### src/rtl/crc_pkg.sv
package crc_pkg;

    localparam int ADDR_W = 4;
    localparam logic [ADDR_W-1:0] OFF_CONTROL = 4'h0;
    localparam logic [ADDR_W-1:0] OFF_FEED = 4'h4;
    localparam logic [ADDR_W-1:0] OFF_SEED = 4'h8;
    localparam logic [ADDR_W-1:0] OFF_RESULT = 4'hc;
    localparam logic [31:0] RST_CONTROL = 32'h2000_0000;
    localparam logic [31:0] RST_FEED = 32'h0000_0000;
    localparam logic [31:0] RST_SEED = 32'h0fff_ffff;
    localparam logic [31:0] RST_RESULT = 32'h0fff_ffff;
    localparam logic [1:0] RESP_OKAY = 2'b00;
    localparam logic [1:0] RESP_SLVERR = 2'b10;
    localparam int BIT_RELOAD = 1;
    localparam int BIT_ENGINE = 0;

    typedef enum logic [1:0] {POLY_CCITT, POLY_CRC8, POLY_CRC16, POLY_CRC32} poly_t;

    localparam logic [31:0] GEN_CCITT = 32'h0000_1021;
    localparam logic [31:0] GEN_CRC8 = 32'h0000_0007;
    localparam logic [31:0] GEN_CRC16 = 32'h0000_8005;
    localparam logic [31:0] GEN_CRC32 = 32'h04c1_1db7;

    // Stored control fields; the reload bit is never stored
    typedef struct packed {
        poly_t poly_select;
        logic [1:0] write_width;
        logic sum_invert;
        logic input_invert;
        logic sum_bit_flip;
        logic input_bit_flip;
        logic engine_on;
    } ctrl_t;

    function automatic logic [31:0] width_mask(input poly_t p);
        unique case (p)
            POLY_CRC8: width_mask = 32'h0000_00ff;
            POLY_CRC32: width_mask = 32'hffff_ffff;
            default: width_mask = 32'h0000_ffff;
        endcase
    endfunction

    function automatic logic [31:0] gen_of(input poly_t p);
        unique case (p)
            POLY_CCITT: gen_of = GEN_CCITT;
            POLY_CRC8: gen_of = GEN_CRC8;
            POLY_CRC16: gen_of = GEN_CRC16;
            default: gen_of = GEN_CRC32;
        endcase
    endfunction

    // One byte, most significant bit first
    function automatic logic [31:0] crc_byte(input logic [31:0] c, input logic [7:0] b,
                                             input poly_t p);
        logic [31:0] r;
        logic [31:0] m;
        logic fb;
        r = c & width_mask(p);
        m = width_mask(p);
        for (int i = 7; i >= 0; i--)
        begin
            fb = ((r & ~(m >> 1)) != 32'h0000_0000) ^ b[i];
            r = {r[30:0], 1'b0};
            if (fb)
            begin
                r = r ^ gen_of(p);
            end
            r = r & m;
        end
        crc_byte = r;
    endfunction

    function automatic logic [31:0] rev32(input logic [31:0] v);
        for (int i = 0; i < 32; i++)
        begin
            rev32[i] = v[31-i];
        end
    endfunction

endpackage

### src/rtl/crc_generator.sv
//Function
// - Bits 31:30 of the control register choose CCITT, CRC-8, CRC-16 or CRC-32 (00..11).
// - The four generators are the standard CCITT, CRC-8, CRC-16 and CRC-32 polynomials.
// - Bits 29:28 set the feed width: 00 low byte, 01 low halfword, 1x whole word.
// - A feed write is absorbed in one, two or four clock cycles for 8, 16 or 32 bits.
// - Control bit 27 makes the checksum read back in one's complement.
// - Control bit 26 inverts every fed data bit before it enters the calculation.
// - Control bit 25 reverses the bit order of the checksum as read back.
// - Control bit 24 reverses the bit order inside each fed byte, bytes kept in place.
// - Writing one to control bit 1 loads the seed into the checksum; the bit reads zero.
// - Calculation runs only while control bit 0 is set; writing zero to it does nothing.
// - Every write to the feed register while control bit 0 is set updates the checksum with the selected options.
// - An 8-bit result reads replicated in four bytes, a 16-bit one in both halfwords.
// - A 32-bit writable seed is used only when a reload is requested.
`timescale 1ns/1ns
`default_nettype none
module crc_generator
    import crc_pkg::*;
(
    input wire logic clk_sys,
    input wire logic rst_n,
    input wire logic [ADDR_W-1:0] s_axi_awaddr,
    input wire logic s_axi_awvalid,
    output logic s_axi_awready,
    input wire logic [31:0] s_axi_wdata,
    input wire logic [3:0] s_axi_wstrb,
    input wire logic s_axi_wvalid,
    output logic s_axi_wready,
    output logic [1:0] s_axi_bresp,
    output logic s_axi_bvalid,
    input wire logic s_axi_bready,
    input wire logic [ADDR_W-1:0] s_axi_araddr,
    input wire logic s_axi_arvalid,
    output logic s_axi_arready,
    output logic [31:0] s_axi_rdata,
    output logic [1:0] s_axi_rresp,
    output logic s_axi_rvalid,
    input wire logic s_axi_rready
);

    ctrl_t ctrl;
    logic [31:0] feed_word;
    logic [31:0] start_value;
    logic [31:0] running;
    logic [31:0] pending;
    logic [2:0] bytes_left;
    logic busy;
    logic wr_go;
    logic [31:0] wmerge;
    logic rd_is_sum;

    function automatic logic [31:0] merge(input logic [31:0] old, input logic [31:0] nw,
                                          input logic [3:0] strb);
        for (int i = 0; i < 4; i++)
        begin
            merge[8*i +: 8] = strb[i] ? nw[8*i +: 8] : old[8*i +: 8];
        end
    endfunction

    function automatic logic [31:0] prep(input logic [31:0] d, input ctrl_t c);
        logic [31:0] v;
        logic [31:0] w;
        v = c.input_invert ? ~d : d;
        w = v;
        if (c.input_bit_flip)
        begin
            // Bit j of a byte takes bit 7-j of the same byte
            for (int i = 0; i < 32; i++)
            begin
                v[i] = w[{i[4:3], ~i[2:0]}];
            end
        end
        prep = v;
    endfunction

    function automatic logic [31:0] sum_view(input logic [31:0] s, input ctrl_t c);
        logic [31:0] v;
        logic [31:0] m;
        m = width_mask(c.poly_select);
        v = s & m;
        if (c.sum_bit_flip)
        begin
            unique case (c.poly_select)
                POLY_CRC8: v = rev32(v) >> 24;
                POLY_CRC32: v = rev32(v);
                default: v = rev32(v) >> 16;
            endcase
        end
        if (c.sum_invert)
        begin
            v = ~v & m;
        end
        unique case (c.poly_select)
            POLY_CRC8: sum_view = {4{v[7:0]}};
            POLY_CRC32: sum_view = v;
            default: sum_view = {2{v[15:0]}};
        endcase
    endfunction

    // ------------------------------------------------------------
    // Write channel
    // ------------------------------------------------------------
    // Address and data are taken together, and only while the engine is idle,
    // so a feed write never lands on a half-absorbed word.
    assign wr_go = s_axi_awvalid && s_axi_awready && s_axi_wvalid && s_axi_wready;
    assign busy = (bytes_left != 3'd0);

    always_ff @(posedge clk_sys)
    begin
        if (!rst_n)
        begin
            s_axi_awready <= 1'b0;
            s_axi_wready <= 1'b0;
        end
        else
        begin
            s_axi_awready <= s_axi_awvalid && s_axi_wvalid && !s_axi_awready
                             && !s_axi_bvalid && !busy;
            s_axi_wready <= s_axi_awvalid && s_axi_wvalid && !s_axi_awready
                            && !s_axi_bvalid && !busy;
        end
    end

    always_ff @(posedge clk_sys)
    begin
        if (!rst_n)
        begin
            s_axi_bvalid <= 1'b0;
            s_axi_bresp <= RESP_OKAY;
        end
        else if (wr_go)
        begin
            s_axi_bvalid <= 1'b1;
            s_axi_bresp <= (s_axi_awaddr == OFF_CONTROL || s_axi_awaddr == OFF_FEED
                            || s_axi_awaddr == OFF_SEED) ? RESP_OKAY : RESP_SLVERR;
        end
        else if (s_axi_bready)
        begin
            s_axi_bvalid <= 1'b0;
        end
    end

    // ------------------------------------------------------------
    // Registers
    // ------------------------------------------------------------
    assign wmerge = merge({ctrl.poly_select, ctrl.write_width, ctrl.sum_invert,
                           ctrl.input_invert, ctrl.sum_bit_flip, ctrl.input_bit_flip,
                           23'h00_0000, ctrl.engine_on}, s_axi_wdata, s_axi_wstrb);

    always_ff @(posedge clk_sys)
    begin
        if (!rst_n)
        begin
            ctrl <= ctrl_t'({RST_CONTROL[31:24], RST_CONTROL[BIT_ENGINE]});
        end
        else if (wr_go && s_axi_awaddr == OFF_CONTROL)
        begin
            ctrl.poly_select <= poly_t'(wmerge[31:30]);
            ctrl.write_width <= wmerge[29:28];
            ctrl.sum_invert <= wmerge[27];
            ctrl.input_invert <= wmerge[26];
            ctrl.sum_bit_flip <= wmerge[25];
            ctrl.input_bit_flip <= wmerge[24];
            ctrl.engine_on <= ctrl.engine_on || wmerge[BIT_ENGINE];
        end
    end

    always_ff @(posedge clk_sys)
    begin
        if (!rst_n)
        begin
            feed_word <= RST_FEED;
            start_value <= RST_SEED;
        end
        else if (wr_go && s_axi_awaddr == OFF_FEED)
        begin
            feed_word <= merge(feed_word, s_axi_wdata, s_axi_wstrb);
        end
        else if (wr_go && s_axi_awaddr == OFF_SEED)
        begin
            start_value <= merge(start_value, s_axi_wdata, s_axi_wstrb);
        end
    end

    // ------------------------------------------------------------
    // Engine
    // ------------------------------------------------------------
    // One byte per cycle keeps the XOR tree to a single byte step.
    always_ff @(posedge clk_sys)
    begin
        if (!rst_n)
        begin
            running <= RST_RESULT;
            pending <= 32'h0000_0000;
            bytes_left <= 3'd0;
        end
        else if (wr_go && s_axi_awaddr == OFF_CONTROL && s_axi_wstrb[0]
                 && s_axi_wdata[BIT_RELOAD])
        begin
            running <= start_value;
        end
        else if (wr_go && s_axi_awaddr == OFF_FEED && ctrl.engine_on)
        begin
            pending <= prep(merge(feed_word, s_axi_wdata, s_axi_wstrb), ctrl);
            unique casez (ctrl.write_width)
                2'b00: bytes_left <= 3'd1;
                2'b01: bytes_left <= 3'd2;
                default: bytes_left <= 3'd4;
            endcase
        end
        else if (busy)
        begin
            running <= crc_byte(running, pending[7:0], ctrl.poly_select);
            pending <= {8'h00, pending[31:8]};
            bytes_left <= bytes_left - 3'd1;
        end
    end

    // ------------------------------------------------------------
    // Read channel
    // ------------------------------------------------------------
    always_ff @(posedge clk_sys)
    begin
        if (!rst_n)
        begin
            s_axi_arready <= 1'b0;
            s_axi_rvalid <= 1'b0;
            s_axi_rdata <= 32'h0000_0000;
            s_axi_rresp <= RESP_OKAY;
            rd_is_sum <= 1'b0;
        end
        else
        begin
            s_axi_arready <= s_axi_arvalid && !s_axi_arready && !s_axi_rvalid;
            if (s_axi_arvalid && s_axi_arready)
            begin
                s_axi_rvalid <= 1'b1;
                s_axi_rresp <= RESP_OKAY;
                rd_is_sum <= (s_axi_araddr == OFF_RESULT);
                unique case (s_axi_araddr)
                    OFF_CONTROL: s_axi_rdata <= {ctrl.poly_select, ctrl.write_width,
                                                 ctrl.sum_invert, ctrl.input_invert,
                                                 ctrl.sum_bit_flip, ctrl.input_bit_flip,
                                                 23'h00_0000, ctrl.engine_on};
                    OFF_FEED: s_axi_rdata <= feed_word;
                    OFF_SEED: s_axi_rdata <= start_value;
                    OFF_RESULT: s_axi_rdata <= sum_view(running, ctrl);
                    default:
                    begin
                        s_axi_rdata <= 32'h0000_0000;
                        s_axi_rresp <= RESP_SLVERR;
                    end
                endcase
            end
            else if (s_axi_rready)
            begin
                s_axi_rvalid <= 1'b0;
            end
        end
    end

    // ------------------------------------------------------------
    // Assertions
    // ------------------------------------------------------------
    a_seed_load:
    assert property (@(posedge clk_sys) disable iff (!rst_n)
        wr_go && s_axi_awaddr == OFF_CONTROL && s_axi_wstrb[0] && s_axi_wdata[BIT_RELOAD]
        |=> running == $past(start_value) && !busy)
    else $error("seed not loaded into checksum");

    a_engine_sticky:
    assert property (@(posedge clk_sys) disable iff (!rst_n)
        $past(ctrl.engine_on) |-> ctrl.engine_on)
    else $error("engine enable cleared");

    a_off_no_calc:
    assert property (@(posedge clk_sys) disable iff (!rst_n)
        wr_go && s_axi_awaddr == OFF_FEED && !ctrl.engine_on
        |=> !busy && $stable(running))
    else $error("feed absorbed while engine off");

    a_feed_byte_time:
    assert property (@(posedge clk_sys) disable iff (!rst_n)
        wr_go && s_axi_awaddr == OFF_FEED && ctrl.engine_on && ctrl.write_width == 2'b00
        |=> busy ##1 !busy)
    else $error("8-bit feed not done in one cycle");

    a_feed_half_time:
    assert property (@(posedge clk_sys) disable iff (!rst_n)
        wr_go && s_axi_awaddr == OFF_FEED && ctrl.engine_on && ctrl.write_width == 2'b01
        |=> busy[*2] ##1 !busy)
    else $error("16-bit feed not done in two cycles");

    a_feed_word_time:
    assert property (@(posedge clk_sys) disable iff (!rst_n)
        wr_go && s_axi_awaddr == OFF_FEED && ctrl.engine_on && ctrl.write_width[1]
        |=> busy[*4] ##1 !busy)
    else $error("32-bit feed not done in four cycles");

    a_input_prep:
    assert property (@(posedge clk_sys) disable iff (!rst_n)
        wr_go && s_axi_awaddr == OFF_FEED && ctrl.engine_on && s_axi_wstrb == 4'hf
        && !ctrl.input_bit_flip
        |=> pending == ($past(ctrl.input_invert) ? ~$past(s_axi_wdata) : $past(s_axi_wdata)))
    else $error("fed word not prepared as set");

    a_input_flip:
    assert property (@(posedge clk_sys) disable iff (!rst_n)
        wr_go && s_axi_awaddr == OFF_FEED && ctrl.engine_on && s_axi_wstrb == 4'hf
        && ctrl.input_bit_flip && !ctrl.input_invert
        |=> pending[0] == $past(s_axi_wdata[7]) && pending[7] == $past(s_axi_wdata[0])
        && pending[31] == $past(s_axi_wdata[24]) && pending[9] == $past(s_axi_wdata[14]))
    else $error("fed byte bits not reversed");

    a_byte_step:
    assert property (@(posedge clk_sys) disable iff (!rst_n)
        busy |=> running == crc_byte($past(running), $past(pending[7:0]),
                                     $past(ctrl.poly_select)))
    else $error("checksum step wrong");

    a_state_kept:
    assert property (@(posedge clk_sys) disable iff (!rst_n)
        !busy && !wr_go |=> $stable(running))
    else $error("running checksum changed while idle");

    a_result_repl:
    assert property (@(posedge clk_sys) disable iff (!rst_n)
        $rose(s_axi_rvalid) && rd_is_sum && ctrl.poly_select == POLY_CRC8
        |-> s_axi_rdata == {4{s_axi_rdata[7:0]}})
    else $error("8-bit result not replicated");

endmodule // crc_generator
`default_nettype wire

### config.mk
export PLATFORM = sky130hd
export DESIGN_NAME = crc_generator
export DESIGN_NICKNAME = d
export VERILOG_FILES = /design/src/rtl/crc_pkg.sv /design/src/rtl/crc_generator.sv
export SDC_FILE = /design/constraint.sdc
export NUM_CORES = 1
export LEC_CHECK = 0
export BUFFER_PORTS_ARGS = -buffer_cell sky130_fd_sc_hd__buf_2
export CAP_MARGIN = 40
export CORE_MARGIN = 2
export CORE_UTILIZATION = 29
export CTS_BUF_LIST = sky130_fd_sc_hd__clkbuf_16
export DETAILED_ROUTE_END_ITERATION = 6
export PLACE_DENSITY = 0.5
export SYNTH_ARGS = -nofsm -noshare
export SYNTH_HDL_FRONTEND = slang
export SYNTH_SLANG_ARGS = --single-unit
### constraint.sdc
create_clock -name clk_sys -period 21.8 [get_ports clk_sys]
set_input_delay 4.36 -clock clk_sys [delete_from_list [all_inputs] [get_ports clk_sys]]
set_output_delay 4.36 -clock clk_sys [all_outputs]
set_load 0.05 [all_outputs]
==> results.txt, run 1 <==
The flow ran to the end, and the final reports show no timing, DRC or antenna violations. The instance area at placement came out at 13660 sq um. In this run the clock root is driven by a sky130_fd_sc_hd__clkbuf_16.

The clock net in this run drives a total of 178 sinks. The total CTS buffers is 17. The average footprint of a synthesized cell came out at 7.605 sq um. The critical path is of the flip-flop to flip-flop type. The number of instances in the synthesized netlist is 1656. The count of flip-flops with a built-in enable after synthesis is 0. The number of endpoints with negative hold slack in the final report came out at 0. Along the worst path, the maximum fanout reaches 53. On the critical path, the stage with the largest delay is an instance of sky130_fd_sc_hd__a2111oi_0. Summed over all failing endpoints, the final setup total negative slack is 0 ns. Compared with the post-synthesis result, the final layout area differs by 12.79%. For this design the ratio of total power to cell area is 93.93 nW/um^2. The final worst-path cycle share is 38.45%. The number of DRC markers after the initial detailed-route iteration came out at 1478. The die is 212.4 um tall. The classification of the worst-slack hold path is flip-flop to flip-flop. Using the TritonRoute via totals, the vias-per-cell ratio works out to 5.536. STA classifies the critical path endpoint as a flip-flop. The worst pin sits at a relative slew slack of 37.55%.

The floorplan step defined a die boundary enclosing 45110 sq um. The floorplan row count is 76. For the pin with the worst max-slew slack, the measured transition is 0.9297 ns. The port buffer count is 89.

The worst setup path is launched from a flip-flop. Global routing consumed, over all layers together, 21.67% of the routing resources. The number of antenna diodes in the final layout is 0.

The global-route wire length before repair is 73950 um. The I/O pin count is 92. The count of vias placed by the detailed router came out at 12511. The via count of the first global-routing pass came out at 11618. Yosys mapped the design onto 83 distinct sky130hd cell types. After synthesis, flip-flops and latches occupy 28.30% of the total area. The clock skew after layout came out at 0.01050 ns. The maximum vdd drop came out at 0.00005128 V.

The count of nets left with antenna violations once routing finished came out at 0. The core region is 42980 sq um. The clock latency on the worst-skew pair came out at 0.44 ns. The count of max-cap constraint violations is 0. The flip-flop and latch count after synthesis is 178. The detailed placer's ending HPWL is 36250 um. For this run, design rule violations remaining after detail routing come to 0. The final design area excluding fillers is 14200 sq um. For this run, the leading register cell type out of synthesis is sky130_fd_sc_hd__dfxtp_1. The number of setup buffers added after CTS is 0. The aggregate global routing overflow is 0. The leakage power total is 5.204 nW. After clock tree synthesis, the clock-pin slew on the worst setup and hold paths is 0.07 ns. The number of gates given a new drive strength after cts came out at 0. The most critical setup path has its startpoint at ctrl[7]. The number of warnings issued by yosys came out at 0. In this run the most critical hold path is launched from s_axi_rdata[28]. Setup repair after global routing left no endpoint under its margin. The number of antenna violations at the first check in global routing came to 0. In this run the critical register-to-register path is launched from ctrl[7].

The die is 212.4 um wide. The effective utilization at floorplan is 29.30%. Setup violations remaining at the end of the flow were counted as 0. The total count of max-transition violations in the final report is 0. The achievable clock frequency came out at 0.1193 GHz. The routability congestion estimate from global placement is 0.9009. Entering global routing, the biggest net connects 92 pins. In the final routed layout, each cell accounts on average for 21.81 um. The number of search-and-repair iterations in the first detailed-routing pass came out at 7. After clock tree synthesis, the flow added hold-fix buffers numbering 0. The combined area of all synthesized cells came out at 12590 sq um. The total wire length is 49290 um. The final critical path time including I/O delays and setup came out at 8.383 ns. TritonCTS built the clock tree. CTS built an H-tree with a depth of 4.

The fraction of registers with async set/reset is 0%. On the worst path, the slowest cell contributes a delay of 0.57 ns. The worst path arrival time came out at 8.69 ns. Setup slack on the worst reg-to-reg path comes out at 13.42 ns. The worst endpoint required time is 22.11 ns.

The share of layout cells above drive strength 1 came out at 11.46%. The maximum number of buffers from clock root to sink is 2. After the last flow step, the layout net total stands at 1721.
==> cell families (layout without fill, tap and decap cells) <==
| logic type | Yosys count | after routing | synth area share, % |
|---|---|---|---|
| other | 1 | 2 | 0.02978 |
| muxes | 100 | 100 | 8.018 |
| adders and majority gates | 8 | 8 | 0.7949 |
| DFF | 178 | 178 | 28.30 |
| buffers and inverters | 155 | 173 | 4.799 |
| and+or+nand+nor | 652 | 652 | 24.40 |
| xor gates and xnor gates | 154 | 154 | 10.88 |
| AOI/OAI and AO/OA | 408 | 408 | 22.78 |
==> path summary, 6_finish.rpt <==
path,cells past startpoint,end
worst min-delay path,2,s_axi_rdata[28]
worst max-delay path,25,running[23]
worst min register to register,2,s_axi_rdata[28]
worst max register to register,25,running[23]
==> layer usage <==
layer  GRT usage (%)  share of wire [%]
met3           3.427                6.7
met5               0                  0
met2           33.87                 45
met1           30.70                 46
met4           6.028                2.5
==> layout by cell type (no fill, tap or decap), types with 17 or more instances in the layout <==
cell type                   Yosys  routed
sky130_fd_sc_hd__nand2_1      308     308
sky130_fd_sc_hd__dfxtp_1      178     174
sky130_fd_sc_hd__nand3_1      108     108
sky130_fd_sc_hd__xnor2_1       99      99
sky130_fd_sc_hd__mux2i_1       96      96
sky130_fd_sc_hd__buf_2          3      89
sky130_fd_sc_hd__a21oi_1       76      76
sky130_fd_sc_hd__a21boi_0      73      73
sky130_fd_sc_hd__o21ai_0       73      73
sky130_fd_sc_hd__nor2_1        69      67
sky130_fd_sc_hd__xor2_1        53      53
sky130_fd_sc_hd__and2_1        46      45
sky130_fd_sc_hd__o211ai_1      30      30
sky130_fd_sc_hd__buf_4          5      26
sky130_fd_sc_hd__a222oi_1      22      22
sky130_fd_sc_hd__and3_1        21      21
sky130_fd_sc_hd__nor3_1        20      20
sky130_fd_sc_hd__inv_1         17      19
sky130_fd_sc_hd__nor2b_1       19      19
sky130_fd_sc_hd__a22oi_1       19      19
sky130_fd_sc_hd__clkbuf_16      0      17
==> flip-flops by register name, summed over array words and instances, names as in the netlist, 3 cells and up <==
| signal | cells |
|---|---|
| feed_word | 32 |
| pending | 32 |
| running | 32 |
| s_axi_rdata | 32 |
| start_value | 32 |
| ctrl | 9 |
| bytes_left | 3 |
==> area by class of cell <==
class                   count  area [sq um]
multi-input cells        1324          8477
inverters                  18         67.56
clock buffers              17         425.4
clock inverters            15         120.1
flip-flops and latches    178          3568
repair buffers            123         813.3
well taps                 585         732.0
fillers                  4695         28780
==> worst max-delay path: cells and delay by family (launching register included) <==
kind | cells | cell delay [ns]
and+or+nand+nor | 10 | 2.42
AOI/OAI and AO/OA | 12 | 4.20
muxes | 1 | 0.37
adders and majority gates | 1 | 0.22
DFF | 1 | 0.50
buffers and inverters | 1 | 0.50
==> where the power goes <==
group / switching (W) / total (W) / internal (W) / leakage, nW
registers: 0.0000515 / 0.000401 / 0.000349 / 1.45
clock network: 0.000139 / 0.000296 / 0.000156 / 0.268
logic: 0.000406 / 0.000637 / 0.000231 / 3.49
==> through the flow <==
step / hold WS (ns) / util [%] / worst slack [ns] / instances / power, W
after global routing: 0.4899 / 33.05 / 12.86 / 2260 / 0.001406
final: 0.4639 / 33.05 / 13.42 / 2260 / 0.001334
after detailed placement: 0.4470 / 31.78 / 13.56 / 2228 / 0.001027
after floorplan: 0.4436 / - / 14.74 / 1657 / 0.0008306
after global placement: 0.4384 / 31.36 / 13.88 / 2219 / 0.001027
after CTS: 0.4640 / 33.05 / 13.56 / 2260 / 0.001325
==> cell usage after synthesis, types with 4 or more instances <==
master,instances,area (sq um)
sky130_fd_sc_hd__buf_4,5,37.54
sky130_fd_sc_hd__dfxtp_1,178,3563
sky130_fd_sc_hd__nand2b_1,9,56.30
sky130_fd_sc_hd__inv_1,17,63.81
sky130_fd_sc_hd__clkbuf_1,115,431.7
sky130_fd_sc_hd__and3_1,21,131.4
sky130_fd_sc_hd__nor4_1,4,25.02
sky130_fd_sc_hd__a222oi_1,22,220.2
sky130_fd_sc_hd__nand3_1,108,540.5
sky130_fd_sc_hd__xor2_1,53,464.2
sky130_fd_sc_hd__nor2b_1,19,118.9
sky130_fd_sc_hd__ha_1,8,100.1
sky130_fd_sc_hd__o21ai_0,73,365.4
sky130_fd_sc_hd__o21ai_1,5,25.02
sky130_fd_sc_hd__buf_1,14,52.55
sky130_fd_sc_hd__a21boi_0,73,548.0
sky130_fd_sc_hd__nor3_2,4,40.04
sky130_fd_sc_hd__o211ai_1,30,225.2
sky130_fd_sc_hd__a221oi_1,6,52.55
sky130_fd_sc_hd__a31oi_1,16,100.1
sky130_fd_sc_hd__or3_1,8,50.05
sky130_fd_sc_hd__nor3_1,20,100.1
sky130_fd_sc_hd__xnor2_1,99,867.1
sky130_fd_sc_hd__nand4_1,12,75.07
sky130_fd_sc_hd__a22oi_1,19,142.6
sky130_fd_sc_hd__a211o_1,5,43.79
sky130_fd_sc_hd__o221ai_1,13,113.9
sky130_fd_sc_hd__nor3b_1,6,45.04
sky130_fd_sc_hd__and2_1,46,287.8
sky130_fd_sc_hd__o22ai_1,5,31.28
sky130_fd_sc_hd__a211oi_1,10,75.07
sky130_fd_sc_hd__nand2_1,308,1156
sky130_fd_sc_hd__nor2_1,69,259.0
sky130_fd_sc_hd__a21oi_1,76,380.4
sky130_fd_sc_hd__mux2i_1,96,960.9
sky130_fd_sc_hd__a22o_1,14,122.6
sky130_fd_sc_hd__a2111oi_0,4,35.03
No activity file was read; power rests on OpenSTA's default activity.
==> inputs of run 2 (changes only) <==
Settings changed: ABC_AREA set to 1.
Clock period 21.8 ns to 8.35 ns, I/O delays scaled along.
==> results.txt, run 2 <==
Cell types with the highest counts after synthesis: sky130_fd_sc_hd__nand2_1 (437), sky130_fd_sc_hd__o21ai_0 (184), sky130_fd_sc_hd__dfxtp_1 (178), sky130_fd_sc_hd__inv_1 (161), sky130_fd_sc_hd__nand3_1 (123) (was sky130_fd_sc_hd__nand2_1 (308), sky130_fd_sc_hd__dfxtp_1 (178), sky130_fd_sc_hd__clkbuf_1 (115), sky130_fd_sc_hd__nand3_1 (108), sky130_fd_sc_hd__xnor2_1 (99)). The number of filler instances in the final layout came to 4522 (was 4695). The met3 track utilization from global routing is 3.983% (was 3.427%).

The final critical path time including I/O delays and setup came out at 6.375 ns (was 8.383 ns). The highest-delay cell along the critical path is sky130_fd_sc_hd__inv_2 (was sky130_fd_sc_hd__a2111oi_0). The achievable clock frequency came to 0.1569 GHz (was 0.1193 GHz).

The power per cell area is 371.1 nW/um^2 (was 93.93 nW/um^2). The share of layout cells above drive strength 1 is 13.01% (was 11.46%). The summed negative setup slack over all endpoints is 0 ns (unchanged). The number of warnings issued by yosys came out at 0 (unchanged).

The fraction of met2 tracks used by global routing is 34.52% (was 33.87%). The average detailed-routed wire length per instance came to 20.45 um (was 21.81 um). The number of instances in the synthesized netlist is 1816 (was 1656). The top cell type's share of synthesized area came to 29.21% (was 28.30%).

The kind of start point of the critical path is a flip-flop (unchanged). Outcome: completed (unchanged). The most instantiated flip-flop cell in the synthesis netlist is sky130_fd_sc_hd__dfxtp_1 (unchanged). The final non-filler cell total came out at 2391 (was 2260). The worst endpoint required time is 8.70 ns (was 22.11 ns).

The share of total power consumed by net switching is 52.37% (was 44.76%). The most used cell along the critical path is sky130_fd_sc_hd__nand2_2. The classification of the worst setup path is flip-flop to flip-flop (unchanged). RSZ-0062 raised after global routing: false (unchanged). The highest fanout seen on the critical path was 28 (was 53). The count of distinct cell types in the synthesized netlist came to 51 (was 83). The maximum vdd drop is 0.0003047 V (was 0.00005128 V). The final routed DRC violation total came out at 0 (unchanged). The global-route wire length before repair was 73730 um (was 73950 um). The count of H-tree levels built during CTS came to 4 (unchanged).

The detailed placer's ending HPWL came out at 37610 um (was 36250 um). The count of max-cap constraint violations is 0 (unchanged). The standard cell core area came to 41760 sq um (was 42980 sq um).

The number of antenna violations at the first check in global routing came to 0 (unchanged). The TritonCTS clock tree is done (unchanged). The maximum number of buffers from clock root to sink is 2 (unchanged).

The sequential share of the synthesized area came to 29.21% (was 28.30%). The area occupied by registers came out at 3563 sq um (was 3568 sq um). The clock latency on the worst-skew pair is 0.46 ns (was 0.44 ns). The global-route usage over all layers is 22.37% (was 21.67%). The number of gates given a new drive strength after cts is 0 (unchanged). The maximum number of pins on one net before global-route repair came out at 72 (was 92). The total wire length came out at 48900 um (was 49290 um). The flip-flop and latch count after synthesis is 178 (unchanged). The height of the die was 209.1 um (was 212.4 um). The total design power came to 0.005065 W (was 0.001334 W). The depth of the worst register-to-register path came out at 52 (was 25). The register-to-register setup slack is 1.97 ns (was 13.42 ns). The worst path arrival time was 6.72 ns (was 8.69 ns). The number of buffers inserted to repair setup after CTS came out at 0 (unchanged). The clock skew after layout is 0.01370 ns (was 0.01050 ns). The total CTS buffers came to 17 (unchanged). The antenna diode count is 0 (unchanged).

The instance area at placement came out at 13030 sq um (was 13660 sq um). The die area is 43730 sq um (was 45110 sq um). The number of DRC markers after the initial detailed-route iteration came to 1072 (was 1478). Cell types occupying the most area after synthesis: sky130_fd_sc_hd__dfxtp_1 (29%), sky130_fd_sc_hd__nand2_1 (13%), sky130_fd_sc_hd__xor2_1 (7.8%) (was sky130_fd_sc_hd__dfxtp_1 (28%), sky130_fd_sc_hd__nand2_1 (9.2%), sky130_fd_sc_hd__mux2i_1 (7.6%)). The capture instance of the worst register-to-register path is running[26] (was running[23]).

The classification of the worst-slack hold path is flip-flop to flip-flop (unchanged). The number of search-and-repair iterations in the first detailed-routing pass is 5 (was 7). The final worst-path cycle share is 76.35% (was 38.45%).

The critical path buffer and inverter count came out at 4 (was 1). Leading cell types in the layout, fill and taps excluded: sky130_fd_sc_hd__nand2_1 (437), sky130_fd_sc_hd__o21ai_0 (184), sky130_fd_sc_hd__dfxtp_1 (178) (was sky130_fd_sc_hd__nand2_1 (308), sky130_fd_sc_hd__dfxtp_1 (174), sky130_fd_sc_hd__nand3_1 (108)). The detailed-route vias per instance is 5.240 (was 5.536).

The total area of multi-input combinational cells was 7416 sq um (was 8477 sq um). The global routing's busiest layer is met2 (unchanged). The top cell family by delay on the critical path is simple AND/OR/NAND/NOR gates (was compound AO/OA/AOI/OAI gates). The reported net switching power is 0.002653 W (was 0.0005972 W). The floorplan row count came out at 75 (was 76). The clock sink count came out at 178 (unchanged). The cell-internal power is 0.002412 W (was 0.0007370 W). The count of vias placed by the detailed router is 12528 (was 12511). The routability congestion estimate from global placement was 0.9281 (was 0.9009). The transition time of the tightest slew-check pin came to 0.8873 ns (was 0.9297 ns). The post-detailed-route count of antenna-violating nets came to 0 (unchanged).

The number of hold-repair buffers added at the cts stage came out at 0 (unchanged). The average footprint of a synthesized cell came to 6.718 sq um (was 7.605 sq um). The met1 track demand over resource came out at 30.02% (was 30.70%). The relative slew slack came out at 40.85% (was 37.55%).

The growth of design area from synthesis to finish is 11.88% (was 12.79%). The final net count came out at 1898 (was 1721). The endpoint type of the worst setup path is a flip-flop (unchanged). The post-layout utilization of the core is 32.69% (was 33.05%). The hold-critical path depth came out at 1 (was 2). The total count of max-transition violations in the final report is 0 (unchanged). The aggregate global routing overflow came to 0 (unchanged). The startpoint of the worst hold path is s_axi_arready (was s_axi_rdata[28]). The leading cell type in the layout, fill and taps excluded is sky130_fd_sc_hd__nand2_1 (unchanged). The number of endpoints with negative hold slack in the final report is 0 (unchanged). The hold-critical path endpoint is s_axi_arready (was s_axi_rdata[28]). The die outline width was 209.1 um (was 212.4 um).

The count of flip-flops with a built-in enable after synthesis came out at 0 (unchanged). The portion of total power attributed to combinational logic came to 61.2% (was 47.8%). The final design area excluding fillers is 13650 sq um (was 14200 sq um). The largest area contributor in the synthesized netlist is sky130_fd_sc_hd__dfxtp_1 (unchanged). The via count of the first global-routing pass is 11736 (was 11618). The total number of cells along the worst setup path was 52 (was 25). The setup-violating endpoint count in the final report came out at 0 (unchanged). The cell total after placement is 2359 (was 2228). The critical register-to-register path startpoint is ctrl[8] (was ctrl[7]). The port buffer count came out at 89 (unchanged). The combined area of all synthesized cells is 12200 sq um (was 12590 sq um). The power share of the clock group is 17.4% (was 22.2%). The effective utilization at floorplan came to 29.22% (was 29.30%). The worst stage delay on the critical path is 0.46 ns (was 0.57 ns). The I/O pin count was 92 (unchanged). The clock slew at the register clock pins of the worst setup and hold paths is 0.07 ns (about the same). The clock root buffer master is sky130_fd_sc_hd__clkbuf_16 (unchanged). The fraction of registers with async set/reset is 0% (unchanged). The leakage power total is 6.029 nW (was 5.204 nW). The share of total power in sequential cells is 21.5% (was 30.1%). The leading cell type by number of instances after synthesis is sky130_fd_sc_hd__nand2_1 (unchanged).
[run 2: cell count changes after synthesis, moves of 44 or more]
cell,before,now
sky130_fd_sc_hd__o21ai_0,73,184
sky130_fd_sc_hd__xnor2_1,99,18
sky130_fd_sc_hd__a21boi_0,73,5
sky130_fd_sc_hd__a21oi_1,76,120
sky130_fd_sc_hd__nand2_1,308,437
sky130_fd_sc_hd__and2_1,46,0
sky130_fd_sc_hd__inv_1,17,161
sky130_fd_sc_hd__mux2i_1,96,8
sky130_fd_sc_hd__xor2_1,53,109
[run 2: worst reg2reg max path, delay by kind of cell, from the launching register on]
family                   cells  cell delay [ns]
AO/OA/AOI/OAI                2             0.36
flip-flops                   1             0.42
adder cells (fa/ha/maj)      1             0.26
buffers and inverters        4             0.68
AND/OR/NAND/NOR             45             4.56
[run 2: metrics by stage]
step | setup WS [ns] | hold slack [ns]
3_5_place_dp | 2.057 | 0.4315
2_1_floorplan | 3.439 | 0.4414
5_1_grt | 1.252 | 0.4822
6_report | 1.975 | 0.4476
3_3_place_gp | 2.197 | 0.4275
4_1_cts | 2.023 | 0.4480
[run 2: cell families (layout without fill, tap and decap cells)]
| family | Yosys count | count (layout) | share of synthesized area, % |
|---|---|---|---|
| AOI/OAI and AO/OA | 452 | 452 | 21.84 |
| xor gates and xnor gates | 128 | 128 | 9.302 |
| adders and majority gates | 8 | 8 | 0.8205 |
| buffers and inverters | 294 | 329 | 10.18 |
| DFF | 178 | 178 | 29.21 |
| muxes | 8 | 8 | 0.6564 |
| other | 1 | 2 | 0.03074 |
| and+or+nand+nor | 747 | 747 | 27.96 |
[run 2: power groups by stage]
stage               combinational (W)  clock [W]  sequential [W]
floorplan                     0.00231          0         0.00106
global placement              0.00305          0         0.00110
detailed placement            0.00306          0         0.00110
CTS                           0.00308   0.000898         0.00108
global route                  0.00344   0.000931         0.00109
finish                        0.00310   0.000880         0.00109
[run 2: worst max-delay path by stage]
| stage | startpoint | to | slack, ns |
|---|---|---|---|
| floorplan | ctrl[8] | running[7] | 3.44 |
| global placement | ctrl[8] | running[26] | 2.20 |
| detailed placement | ctrl[8] | running[26] | 2.06 |
| CTS | ctrl[8] | running[26] | 2.02 |
| global route | ctrl[8] | running[26] | 1.25 |
| finish | ctrl[8] | running[26] | 1.97 |
[run 2: routing by layer]
layer,part of all wire [%],vias to the layer above
met2,44,495
met3,7.6,87
li1,-,6109
met4,4.7,0
met1,44,5837
met5,0,-
[run 2: layout make-up]
class,instances,area share (%)
clock buffer,17,3.117
clock inverter,15,1.439
inverter,180,4.987
multi-input combinational,1345,54.33
sequential,178,26.11
tap,539,4.941
timing repair buffer,117,5.078
==> inputs of run 3 (changes only) <==
Settings changed: PLACE_DENSITY 0.5 to 0.52.
Clock period 8.35 ns to 5.3 ns, I/O delays scaled along.
==> results.txt, run 3 (same netlist as run 2, synthesis figures left out) <==
The highest-delay cell along the critical path is sky130_fd_sc_hd__dfxtp_4 (was sky130_fd_sc_hd__inv_2). The global-route usage over all layers was 22.55% (was 22.37%). The aggregate global routing overflow was 0 (unchanged). The via count of the first global-routing pass is 12109 (was 11736). The die outline width came out at 209.1 um (unchanged).

The effective utilization at floorplan is 29.22% (unchanged). The classification of the worst setup path is flip-flop to flip-flop (unchanged). The setup-violating endpoint count in the final report was 12 (was 0).

The standard cell core area came out at 41760 sq um (unchanged). The maximum number of buffers from clock root to sink came out at 2 (unchanged). The port buffer count is 89 (unchanged).

The final net count is 1954 (was 1898). The die area came to 43730 sq um (unchanged). The height of the die is 209.1 um (unchanged). The count of vias placed by the detailed router came out at 12978 (was 12528). The final routed DRC violation total is 0 (unchanged).

The classification of the worst-slack hold path is flip-flop to flip-flop (unchanged). The count of max-cap constraint violations came to 0 (unchanged). The routability congestion estimate from global placement came out at 0.9373 (was 0.9281). The kind of start point of the critical path is a flip-flop (unchanged). The number of endpoints with negative hold slack in the final report came to 0 (unchanged). The leading cell type in the layout, fill and taps excluded is sky130_fd_sc_hd__nand2_1 (unchanged). The clock skew after layout is 0.01299 ns (was 0.01370 ns). The clock slew at the register clock pins of the worst setup and hold paths is 0.08 ns (was 0.07 ns). The growth of design area from synthesis to finish is 19.03% (was 11.88%).

The count of H-tree levels built during CTS came out at 4 (unchanged). The final hold slack was 0.4492 ns (was 0.4476 ns). The achievable clock frequency is 0.1864 GHz (was 0.1569 GHz).

The transition time of the tightest slew-check pin came out at 0.9289 ns (was 0.8873 ns). The worst path arrival time came to 5.72 ns (was 6.72 ns). The total wire length is 50280 um (was 48900 um). The detailed placer's ending HPWL is 37710 um (was 37610 um). The final critical path time including I/O delays and setup is 5.365 ns (was 6.375 ns). The TritonCTS clock tree is done (unchanged). The clock sink count is 178 (unchanged). The clock latency on the worst-skew pair came out at 0.46 ns (about the same). The top cell family by delay on the critical path is simple AND/OR/NAND/NOR gates (unchanged).

The worst endpoint required time is 5.66 ns (was 8.70 ns). The number of filler instances in the final layout is 4483 (was 4522). The power per cell area came out at 653.2 nW/um^2 (was 371.1 nW/um^2). The critical path buffer and inverter count came out at 8 (was 4). The leakage power total came out at 6.409 nW (was 6.029 nW).

The post-detailed-route count of antenna-violating nets came out at 0 (unchanged). The maximum vdd drop came out at 0.0005098 V (was 0.0003047 V). The average detailed-routed wire length per instance was 20.55 um (was 20.45 um). The total CTS buffers came out at 17 (unchanged). The summed negative setup slack over all endpoints is -0.3974 ns (was 0 ns). The detailed-route vias per instance came out at 5.304 (was 5.240). RSZ-0062 raised after global routing: true (was false).

The antenna diode count is 0 (unchanged). The highest fanout seen on the critical path is 5 (was 28). The share of layout cells above drive strength 1 was 19.18% (was 13.01%). The smallest setup slack after layout was -0.06512 ns (was 1.975 ns). Outcome: finished, violations left (was completed). Leading cell types in the layout, fill and taps excluded: sky130_fd_sc_hd__nand2_1 (418), sky130_fd_sc_hd__o21ai_0 (181), sky130_fd_sc_hd__dfxtp_1 (176) (was sky130_fd_sc_hd__nand2_1 (437), sky130_fd_sc_hd__o21ai_0 (184), sky130_fd_sc_hd__dfxtp_1 (178)). The number of hold-repair buffers added at the cts stage came out at 0 (unchanged). The global-route wire length before repair came out at 74980 um (was 73730 um). The number of search-and-repair iterations in the first detailed-routing pass was 6 (was 5). The clock root buffer master was sky130_fd_sc_hd__clkbuf_16 (unchanged). The I/O pin count was 92 (unchanged). The total count of max-transition violations in the final report came out at 0 (unchanged). The post-layout utilization of the core came to 34.78% (was 32.69%). The maximum number of pins on one net before global-route repair is 77 (was 72). The most used cell along the critical path is sky130_fd_sc_hd__nand2_4 (was sky130_fd_sc_hd__nand2_2).

The final worst-path cycle share was 101.2% (was 76.35%). The final reports fail on setup timing. The floorplan row count is 75 (unchanged). The number of antenna violations at the first check in global routing is 0 (unchanged). The endpoint type of the worst setup path is a flip-flop (unchanged). The relative slew slack came to 37.84% (was 40.85%).

The worst stage delay on the critical path is 0.38 ns (was 0.46 ns). The number of DRC markers after the initial detailed-route iteration came out at 1066 (was 1072).
[run 3: final timing paths]
check | from | to | slack, ns | cells after the start
setup reg to reg | ctrl[8] | running[10] | -0.07 | 54
hold / removal | s_axi_rvalid | s_axi_arready | 0.45 | 1
setup / recovery | ctrl[8] | running[10] | -0.07 | 54
hold reg to reg | s_axi_rvalid | s_axi_arready | 0.45 | 1
[run 3: through the flow]
step,area (sq um),total power [W],setup WS [ns],std cells
after floorplan,12200,0.005301,0.3894,1817
after global placement,13260,0.006760,0.07249,2395
after detailed placement,13270,0.006828,-0.1574,2397
after CTS,13890,0.008319,0.005257,2432
after global routing,14520,0.01013,-0.4368,2447
final,14520,0.009487,-0.06512,2447
[run 3: area by class of cell]
type,instances,area (sq um),area share [%]
clock buffers,17,425.4,2.929
inverters,180,694.4,4.782
multi-input cells,1349,7973,54.90
well taps,539,674.4,4.644
clock inverters,15,131.4,0.9046
flip-flops and latches,178,3571,24.59
repair buffers,169,1054,7.254
[run 3: where the power goes]
part,switching [W],leakage (nW),internal [W]
combinational,0.00409,4.68,0.00240
clock,0.000614,0.281,0.000652
sequential,0.000213,1.45,0.00152
total,0.00491,6.41,0.00457
[run 3: timing repair]
action	4_1_cts	5_1_grt
cloned	3	1
gates resized for setup	9	109
pin swaps	1	43
setup buffers	0	14
endpoints found under the setup margin	18	26
[run 3: metal layers]
layer	up-vias	global-route usage [%]	routed length, um	part of all wire, %
li1	6229	-	-	-
met1	6123	30.08	22140	44
met2	512	35.70	22620	45
met3	114	3.757	3290	6.5
met4	0	10.15	2229	4.4
met5	-	0	0	0
